--- config.mk ---
export PLATFORM = sky130hd
export DESIGN_NAME = spc_priority_ctrl
export DESIGN_NICKNAME = d
export VERILOG_FILES = /design/src/spc_arb_core.v /design/src/spc_priority_ctrl.v
export VERILOG_INCLUDE_DIRS = /design/src /design/src/src
export SDC_FILE = /design/constraint.sdc
export NUM_CORES = 1
export LEC_CHECK = 0
export ABC_CLOCK_PERIOD_IN_PS = 2300
export BUFFER_PORTS_ARGS = -buffer_cell sky130_fd_sc_hd__clkbuf_2
export CORE_AREA = 4 4 79 81
export DETAILED_ROUTE_END_ITERATION = 10
export DIE_AREA = 0 0 83 85
export PLACE_DENSITY = 0.73
export SLEW_MARGIN = 20
export SYNTH_ARGS = -nofsm -noshare
export SYNTH_HDL_FRONTEND = slang
export SYNTH_SLANG_ARGS = --single-unit
export TNS_END_PERCENT = 100
--- constraint.sdc ---
create_clock -name MCLK -period 2.3 [get_ports MCLK]
set_clock_uncertainty 0.2 [all_clocks]
set_input_delay 0.23 -clock MCLK [delete_from_list [all_inputs] [get_ports MCLK]]
set_output_delay 0.23 -clock MCLK [all_outputs]
set_load 0.1 [all_outputs]
--- src/spc_defs.vh ---
`ifndef SPC_DEFS_VH
`define SPC_DEFS_VH

// register map
`define SPC_ADDR_CTRL        12'h000
`define SPC_ADDR_STATUS      12'h004

// control register fields
`define SPC_MODE_LSB         0
`define SPC_MODE_MSB         1
`define SPC_THR_LSB          2
`define SPC_THR_MSB          10
`define SPC_CNT_LSB          11
`define SPC_CNT_MSB          15

// reset values
`define SPC_MODE_RST         2'h0
`define SPC_THR_RST          9'h000
`define SPC_CNT_RST          5'h01

// policy codes
`define SPC_POL_DEMOTE_SLV   2'h0
`define SPC_POL_DEMOTE_SW    2'h1
`define SPC_POL_THRESHOLD    2'h2
`define SPC_POL_EXTERNAL     2'h3

// threshold special codes
`define SPC_THR_HARD_FAULT_LVL 8'hFF
`define SPC_THR_NMI          8'hFE

// round robin reload
`define SPC_CNT_ONE          5'h01

`endif

--- src/spc_arb_core.v ---
`timescale 1ns/1ns
`include "spc_defs.vh"

// arbitration core: fairness counter and grant choice
module spc_arb_core
(
  // clock and reset
  input  wire       clk,
  input  wire       rst,
  // policy
  input  wire [1:0] policy,
  input  wire [4:0] init_count,
  input  wire [8:0] threshold,
  input  wire [9:0] exec_pri,
  input  wire       ext_slave_pri,
  // requests
  input  wire       sw_req,
  input  wire       slv_req,
  // grants
  output reg        sw_gnt_nxt,
  output reg        slv_gnt_nxt,
  output wire [4:0] count
);

  reg  [4:0] cnt_r;
  reg  [4:0] cnt_nxt;
  reg  [4:0] reload;
  reg        slv_favoured;
  wire       contention;
  wire       demoted_wins;

  // signed priority: codes 1FF/1FE map to -1/-2, plain codes map to their low byte 0..255
  function signed [9:0] thr_pri;
    input [8:0] code;
    begin
      if (code[7:0] == `SPC_THR_HARD_FAULT_LVL && code[8])
        thr_pri = -10'sd1; // RULE10
      else if (code[7:0] == `SPC_THR_NMI && code[8])
        thr_pri = -10'sd2; // RULE10
      else
        thr_pri = $signed({2'b00, code[7:0]}); // RULE9
    end
  endfunction

  assign contention   = sw_req & slv_req;
  // counter at zero: favoured side has used its wins, demoted side goes next
  assign demoted_wins = (cnt_r == 5'h00);
  assign count        = cnt_r;

  always @*
  begin
    reload       = init_count;
    slv_favoured = 1'b0;
    case (policy)
      `SPC_POL_DEMOTE_SLV: slv_favoured = 1'b0; // RULE1
      `SPC_POL_DEMOTE_SW:  slv_favoured = 1'b1; // RULE2
      `SPC_POL_THRESHOLD:
      begin
        slv_favoured = 1'b0;
        // smaller number is higher priority
        if ($signed(exec_pri) <= thr_pri(threshold)) // RULE11
          reload = init_count; // RULE3
        else
          reload = `SPC_CNT_ONE; // RULE4
      end
      `SPC_POL_EXTERNAL:
      begin
        // count is ignored: the external level decides alone
        slv_favoured = ext_slave_pri; // RULE5
        reload       = `SPC_CNT_ONE;
      end
      default: slv_favoured = 1'b0;
    endcase
  end

  always @*
  begin
    sw_gnt_nxt  = 1'b0;
    slv_gnt_nxt = 1'b0;
    cnt_nxt     = cnt_r;
    if (contention)
    begin
      if (policy == `SPC_POL_EXTERNAL)
      begin
        slv_gnt_nxt = slv_favoured; // RULE5
        sw_gnt_nxt  = ~slv_favoured;
      end
      else if (demoted_wins)
      begin
        // a programmed zero would hand every contention to one side; treated as one
        slv_gnt_nxt = ~slv_favoured; // RULE13
        sw_gnt_nxt  = slv_favoured;
        cnt_nxt     = (reload == 5'h00) ? `SPC_CNT_ONE : reload; // RULE13
      end
      else
      begin
        slv_gnt_nxt = slv_favoured; // RULE13
        sw_gnt_nxt  = ~slv_favoured;
        cnt_nxt     = cnt_r - 5'h01; // RULE13
      end
    end
    else
    begin
      sw_gnt_nxt  = sw_req;
      slv_gnt_nxt = slv_req;
    end
  end

  always @(posedge clk or posedge rst)
  begin
    if (rst)
      cnt_r <= `SPC_CNT_RST;
    else
      cnt_r <= cnt_nxt;
  end

endmodule

--- src/spc_priority_ctrl.v ---
`timescale 1ns/1ns
`include "spc_defs.vh"

// Behaviour
// RULE1: control 00 demotes slave-port traffic below software; this is reset value.
// RULE2: control 01 demotes software accesses below slave-port traffic.
// RULE3: control 10, execution priority at or above threshold: counter loads initial count.
// RULE4: control 10, execution priority below threshold: counter loads one, round robin.
// RULE5: control 11 takes priority from external input, initial count unused.
// RULE6: five-bit read-write initial count at bits 15:11, reset to one.
// RULE7: software never writes initial count zero, it risks livelock.
// RULE8: round robin: software sets count one and control 00 or 01.
// RULE9: threshold at bits 10:2; top bit clear means priority is low byte.
// RULE10: threshold code FF means priority -1, FE means priority -2.
// RULE11: larger numeric priority means lower priority when comparing with threshold.
// RULE12: bits 31:16 of control read zero and ignore writes.
// RULE13: counter counts lost contentions; on expiry demoted side wins once, reload.
module spc_priority_ctrl
(
  // clock and reset
  input  wire        MCLK,
  input  wire        SYS_RST,
  // apb slave
  input  wire        PSEL,
  input  wire        PENABLE,
  input  wire        PWRITE,
  input  wire [11:0] PADDR,
  input  wire [31:0] PWDATA,
  output reg  [31:0] PRDATA,
  output reg         PREADY,
  output reg         PSLVERR,
  // processor side, same clock
  input  wire [9:0]  EXEC_PRIORITY,
  input  wire        SW_REQ,
  input  wire        SLAVE_REQ,
  // external priority pin
  input  wire        EXT_SLAVE_PRI,
  // grants
  output reg         SW_GNT,
  output reg         SLAVE_GNT
);

  reg  [1:0]  mode_r;
  reg  [8:0]  thr_r;
  reg  [4:0]  cnt_init_r;
  reg         pri_meta_r;
  reg         pri_sync_r;
  reg         slv_last_r;
  reg         sw_last_r;
  reg  [31:0] rdata_nxt;
  reg         err_nxt;
  wire        setup;
  wire        wr_ctrl;
  wire        sw_gnt_nxt;
  wire        slv_gnt_nxt;
  wire [4:0]  cnt_now;

  // zero-wait slave: answer in the setup cycle so the access phase is one cycle
  assign setup   = PSEL & ~PENABLE;
  assign wr_ctrl = PSEL & PENABLE & PWRITE & (PADDR == `SPC_ADDR_CTRL);

  // external pin is asynchronous to MCLK
  always @(posedge MCLK or posedge SYS_RST)
  begin
    if (SYS_RST)
    begin
      pri_meta_r <= 1'b0;
      pri_sync_r <= 1'b0;
    end
    else
    begin
      pri_meta_r <= EXT_SLAVE_PRI;
      pri_sync_r <= pri_meta_r;
    end
  end

  always @(posedge MCLK or posedge SYS_RST)
  begin
    if (SYS_RST)
    begin
      mode_r     <= `SPC_MODE_RST; // RULE1
      thr_r      <= `SPC_THR_RST;
      cnt_init_r <= `SPC_CNT_RST; // RULE6
    end
    else if (wr_ctrl)
    begin
      // upper half is dropped on write
      mode_r     <= PWDATA[`SPC_MODE_MSB:`SPC_MODE_LSB];
      thr_r      <= PWDATA[`SPC_THR_MSB:`SPC_THR_LSB]; // RULE9
      cnt_init_r <= PWDATA[`SPC_CNT_MSB:`SPC_CNT_LSB]; // RULE6
    end
  end

  always @*
  begin
    rdata_nxt = 32'h00000000;
    err_nxt   = 1'b0;
    case (PADDR)
      `SPC_ADDR_CTRL:
        rdata_nxt = {16'h0000, cnt_init_r, thr_r, mode_r}; // RULE12
      `SPC_ADDR_STATUS:
        rdata_nxt = {24'h000000, sw_last_r, slv_last_r, 1'b0, cnt_now};
      default:
        err_nxt = 1'b1;
    endcase
  end

  always @(posedge MCLK or posedge SYS_RST)
  begin
    if (SYS_RST)
    begin
      PRDATA  <= 32'h00000000;
      PREADY  <= 1'b0;
      PSLVERR <= 1'b0;
    end
    else
    begin
      PREADY  <= setup;
      PSLVERR <= setup & err_nxt;
      PRDATA  <= (setup & ~PWRITE) ? rdata_nxt : 32'h00000000;
    end
  end

  spc_arb_core u_core
  (
    .clk           (MCLK),
    .rst           (SYS_RST),
    .policy        (mode_r),
    .init_count    (cnt_init_r),
    .threshold     (thr_r),
    .exec_pri      (EXEC_PRIORITY),
    .ext_slave_pri (pri_sync_r),
    .sw_req        (SW_REQ),
    .slv_req       (SLAVE_REQ),
    .sw_gnt_nxt    (sw_gnt_nxt),
    .slv_gnt_nxt   (slv_gnt_nxt),
    .count         (cnt_now)
  );

  // registered grants cost a cycle but keep outputs glitch free
  always @(posedge MCLK or posedge SYS_RST)
  begin
    if (SYS_RST)
    begin
      SW_GNT     <= 1'b0;
      SLAVE_GNT  <= 1'b0;
      sw_last_r  <= 1'b0;
      slv_last_r <= 1'b0;
    end
    else
    begin
      SW_GNT    <= sw_gnt_nxt;
      SLAVE_GNT <= slv_gnt_nxt;
      if (SW_REQ & SLAVE_REQ)
      begin
        sw_last_r  <= sw_gnt_nxt;
        slv_last_r <= slv_gnt_nxt;
      end
    end
  end

endmodule

Word level (Yosys, flattened, before mapping)
Cells that the tools add are included.

word-level totals
  register bits = 61
  bits in latches = 0
  memory bits (writable) = 0
  bits in read-only memories = 0
  bits of input ports = 62
  output and inout port bits = 36
  word-level logic and storage cells = 58
  memories kept = 0

cells by class
  $add $sub $neg = 1
  $mul = 0
  divide/modulo/power cells = 0
  order comparisons = 1
  eq/ne operators = 6
  shifts and indexed selects = 0
  mux-type cells = 17
  bitwise operators = 11
  reductions and logical operators = 9

operators with widths
  kind                                                                count
  32-bit 2-to-1 mux                                                   1
  16-bit case mux with 2 select lines                                 1
  10-bit 2-to-1 mux                                                   3
  8-bit == test, second input constant                                2
  5-bit 2-to-1 mux                                                    3
  12-bit by 3-bit == test with 1-bit output, second input constant    1
  12-bit zero test                                                    1
  10-bit <= comparator                                                1
  5-bit zero test                                                     2
  5-bit case mux with 2 select lines                                  1
  1-bit bitwise AND                                                   7
  1-bit 2-to-1 mux                                                    7
  5-bit by 1-bit subtractor with 5-bit output, second input constant  1
  2-bit == test, second input constant                                2
  1-bit inverter                                                      4
  2-bit OR reduction                                                  2
  1-bit case mux with 3 select lines                                  1
  2-bit by 1-bit == test with 1-bit output, second input constant     1
  1-bit logical AND                                                   2
  2-bit zero test                                                     1
  2-bit AND reduction                                                 1

Depth between registers and ports, before layout
  depth in word-level cells = 11
  gate-level depth with buffers = 9
  gate-level depth less buffers = 9

Cells and area by module
A second synthesis with hierarchy kept.

second synthesis, totals
  cell total of the unflattened synthesis = 200
  area, all modules = 2319.7 sq um

by module, submodules not included
  module             instances  cells each  area an instance (sq um)  sequential area each (sq um)
  spc_priority_ctrl  1          114         1650.3                    1002.2
  spc_arb_core       1          86          669.4                     126.4

Worst setup path before layout
No wires, ideal clock.

  path kind = register to register
  from = reg thr_r[1]
  to = reg u_core.cnt_r[0], in the netlist u_core.count[0]
  library setup time = 0.083 ns
  data arrival time = 2.320 ns
  data required time = 2.017 ns
  setup slack = -0.304 ns
  cell stages (with the launch flop) = 9
  buffers on the path = 0
  clock period less this slack = 2.604 ns
  cells stage by stage = dfrtp_1 > nand4_1 > or4_1 > ha_1 > and4_1 > a221o_1 > a22oi_2 > nand2_1 > a221o_1

on the way
  word-level cells in the longest chain between the ends = 11
  elaborated cells between the ends (all ways) = 13
  those cells by class = order compare (1); eq/ne (2); mux (7); reduce/logical (3)

ends and longest elaborated chain
  element                               line                    text
  start, declared                       spc_priority_ctrl.v:44  reg [8:0] thr_r;
  start signal, assigned                spc_priority_ctrl.v:82  thr_r <= `SPC_THR_RST;
  start signal, assigned                spc_priority_ctrl.v:89  thr_r <= PWDATA[`SPC_THR_MSB:`SPC_THR_LSB];
  8-bit == test (no line)               n/a
  1-bit logical AND                     spc_arb_core.v:38       else if (code[7:0] == `SPC_THR_NMI && code[8])
  10-bit 2-to-1 mux                     spc_arb_core.v:38
  10-bit 2-to-1 mux *                   spc_arb_core.v:36       if (code[7:0] == `SPC_THR_HARD_FAULT_LVL && code[8])
  10-bit 2-to-1 mux *                   spc_arb_core.v:54       case (policy)
  10-bit <= comparator *                spc_arb_core.v:61       if ($signed(exec_pri) <= thr_pri(threshold))
  5-bit 2-to-1 mux *                    spc_arb_core.v:61
  5-bit case mux with 2 select lines *  spc_arb_core.v:54
  5-bit zero test                       spc_arb_core.v:93       cnt_nxt = (reload == 5'h00) ? `SPC_CNT_ONE : reload;
  5-bit 2-to-1 mux *                    spc_arb_core.v:93
  5-bit 2-to-1 mux *                    spc_arb_core.v:88       else if (demoted_wins)
  end signal, assigned                  spc_arb_core.v:112      cnt_r <= `SPC_CNT_RST;
  end signal, assigned                  spc_arb_core.v:114      cnt_r <= cnt_nxt;
  end, declared                         spc_arb_core.v:25       reg [4:0] cnt_r;

Mark *: on every way between the ends. The rest lies on a longest branch, timed or not. The select of a mux whose other input is x is not followed.
A chain may end at the register's enable or synchronous reset.

Worst setup path after layout
  from = reg thr_r[6]
  to = reg u_core.cnt_r[1], in the netlist u_core.count[1]

Same word-level chain as after synthesis.

==> summary.md <==
| Metric | Value |
|---|---|
| Crit share post-route | 108% |
| Core Box Area | 5470 sq um |
| Post-synthesis sequential element count | 45 |
| Startpoint types | flop |
| CTS Buf Count | 5 |
| Post-synthesis instance area | 2200 sq um |
| Endpoint kind of the worst setup timing path | flop |
| Yosys warning total | 0 |
| Placed Instances | 348 |
| Category of the most critical setup path | flop to flop |
| Number of remaining DRC errors | 0 |
| DIE HEIGHT | 85 microns |
| Fin Hold WS | 0.0220 ns |
| CP Data Arrival Time | between 2 and 3 ns |
| Via density | 4.58 |
| Maximum VDD drop | ~0.26 mV |
| Layout cells sized above 1 | about a third |
| Max frequency | 402 MHz |
| Area grow syn2layout | 36.3% |
| Via count of the first global-routing pass | 1690 |
| Number of cell instances on the worst register-to-register path | 10 |
| Bufs on Longest Clock Path | 2 |
| Pin count of the biggest net entering global routing | 41 |
| Final-report max-slew violation count | 0 |
| Input/output buffers | 65 |
| Cells after Synth | 204 |
| Endpoints failing hold | 0 |
| Result of the run | finished, violations left |
| Worst-skew pair later-pin latency | 0.30 ns |
| Final critical path time including I/O delays and setup | 2.48 ns |
| Total power density per cell area | around 610 nW/um^2 |
| Minimum setup slack in the final design | -0.185 ns |
| TritonCTS Sinks | 45 |
| Site row count | 27 |
| Post-detail-place hpwl | 3580 microns |
| CTS clk-pin slew, worst paths | 0.08 ns |
| Fraction of registers with async set or reset after synthesis | 100% |
| All-Layer GR Usage | 13.7% |
| Antenna violations before repair | 0 |
| Biggest area contributors in the synthesized netlist | dfrtp_1 (49%), ha_1 (6.3%), buf_4 (5.5%) |
| Top FF cell, synth | dfrtp_1 |
| Count of placed standard cells in the final layout, fillers left out | around 380 |
| Post-synth top area cell | dfrtp_1 |
| Seq. cell area | 1130 sq um |
| Total global routing overflow | 0 |
| Slew at the pin closest to its max-slew limit | 0.548 ns |
| Area of the multi-input gates | around 970 sq um |
| Total number of nets in the final design | 379 |
| Overall power after layout | 1810 uW |
| First-pass iteration count of the detailed router | 4 |
| Gp weighted congestion | 0.837 |
| Required time of the worst setup path | 2.32 ns |
| Hold path depth | 3 |
| Total Routed Length | 4590 microns |
| Average instance area after synthesis | 10.8 sq um |
| First-pass GRT wire length | 7900 microns |
| Clock tree from TritonCTS | built |
| P_leak | ~0.0016 uW |
| Max-slew headroom | a little under two thirds |
| Antenna violation net count after detailed routing | 0 |
| Path category of the worst min-delay check | primary input to flop |
| EDFF count, synth | 0 |
| Crit path max fanout | 4 |
| Antenna diodes | 0 |
| Floorplan die width | roughly 83 microns |
| Post-place instance area | 2660 sq um |
| Initial standard-cell utilization of the core | between 40 and 50% |
| Wire length per cell | 12.1 microns |
| Unrepaired setup endpoints after global routing | true |
| Via count | 1737 |
| Utilization after layout | between 50% and 60% |
| Share of Yosys cell area claimed by the top area cell type | 49.0% |
| I/O pins | 98 |
| Final setup fails | 5 |
| Total of fill cells in the finished design | 510 |
| Max-cap viol count | 0 |
| Sequential cell area fraction in the yosys report | 51.4% |
| Overall die area | 7060 sq um |
| Maximum level of the CTS H-tree | 2 |
| Unique masters post-synth | 34 |
| Clk root buf | clkbuf_8 |
| Post-route cell area | 3000 sq um |
| Iteration-0 DRC count of the detailed router | 61 |
| Violations in the final reports | setup timing |
==> layout make-up <==
cell class / instances / area share (%)
flip-flops and latches: 45 / 37.7
inverters: 15 / 1.88
repair buffers: 101 / 22.0
clock inverters: 1 / 0.251
multi-input cells: 138 / 32.3
clock buffers: 7 / 2.88
well taps: 72 / 3.01
==> cell families after synthesis <==
logic type	count (synthesis)	share of synthesized area, %
buffers and inverters	36	9.34
adders and majority gates	11	6.26
muxes	17	8.31
DFF	45	51.4
other	1	0.171
AOI/OAI and AO/OA	30	8.48
and+or+nand+nor	64	16.1
==> placed cells by master (no fill, tap or decap), types with 2 or more instances in the layout <==
master / Yosys / layout
nand3_1: 5 / 2
mux2_1: 6 / 6
o21ai_0: 11 / 11
mux2_2: 4 / 4
nor2_1: 10 / 10
a21oi_1: 7 / 7
conb_1: 1 / 16
buf_4: 16 / 15
mux2i_1: 7 / 7
nand3_2: 0 / 3
and2_1: 10 / 10
clkbuf_2: 0 / 65
a31oi_1: 3 / 3
nand2b_1: 3 / 3
nor4_2: 3 / 3
clkbuf_8: 0 / 6
nand4_1: 2 / 2
nand2_1: 17 / 17
inv_1: 15 / 13
ha_4: 0 / 2
a21o_1: 2 / 2
or3_1: 2 / 2
a221o_1: 2 / 2
o211ai_1: 3 / 3
dfrtp_1: 43 / 43
ha_1: 11 / 9
dlygate4sd3_1: 0 / 20
nor3_1: 6 / 5
dfstp_2: 2 / 2
==> power breakdown <==
part | leakage (uW) | switching, uW | internal [uW] | total, uW
sequential | 0.000566 | 44.2 | 849 | 893
clock | 0.0000445 | 256 | 244 | 499
combinational | 0.000965 | 287 | 135 | 422
==> registers in the layout, summed over array words and instances, names as in the netlist <==
register,flops
PRDATA,16
PREADY,1
PSLVERR,1
SLAVE_GNT,1
SW_GNT,1
cnt_init_r,5
mode_r,2
pri_meta_r,1
pri_sync_r,1
slv_last_r,1
sw_last_r,1
thr_r,9
u_core.count,5
==> metrics by stage <==
stage	setup slack [ns]	TNS, ns
detailed placement	-0.165	-0.573
finish	-0.185	-0.656
global placement	-0.133	-0.399
floorplan	-0.152	-0.157
global route	-0.312	-1.30
CTS	-0.185	-0.696
==> cell usage after synthesis, types with 3 or more instances <==
master     n
inv_1     15
ha_1      11
nand3_1    5
a31oi_1    3
nand2_1   17
and2_1    10
mux2_1     6
dfrtp_1   43
nor2_1    10
nor3_1     6
mux2i_1    7
mux2_2     4
o21ai_0   11
a21oi_1    7
nor4_2     3
o211ai_1   3
nand2b_1   3
buf_4     16
==> critical path, stage by stage, from the launching register on <==
cell	delay, ns
dfrtp_1	0.36
inv_2	0.04
or4_4	0.57
ha_4	0.27
nand4_1	0.09
nor3_2	0.06
a221o_1	0.32
a22oi_2	0.15
buf_4	0.17
a31oi_1	0.07
a21oi_1	0.13
==> final timing paths <==
kind                                 startpoint                           to  slack [ns]
setup / recovery           thr_r[6]$_DFFE_PP0P_  u_core.count[1]$_DFFE_PP0P_       -0.18
hold / removal                             PSEL             PREADY$_DFF_PP0_        0.02
setup reg to reg           thr_r[6]$_DFFE_PP0P_  u_core.count[1]$_DFFE_PP0P_       -0.18
hold reg to reg            pri_meta_r$_DFF_PP0_         pri_sync_r$_DFF_PP0_        0.15
max in group asynchronous               SYS_RST  u_core.count[0]$_DFFE_PP1P_        1.24
min in group asynchronous               SYS_RST            PSLVERR$_DFF_PP0_        0.14
==> timing repair <==
item,in CTS,in global routing
setup buffers,1,2
hold buffers,20,0
pin swaps,1,1
gates resized for setup,2,1
endpoints found under the setup margin,5,5
hold endpoints to repair,62,0
==> layer usage <==
layer	share of wire, %	global-route usage (%)
met3	9.9	5.44
met2	47	23.2
met5	0	0
met4	1.6	3.86
met1	42	16.1
Note: power is estimated with default switching activity, not from simulation.
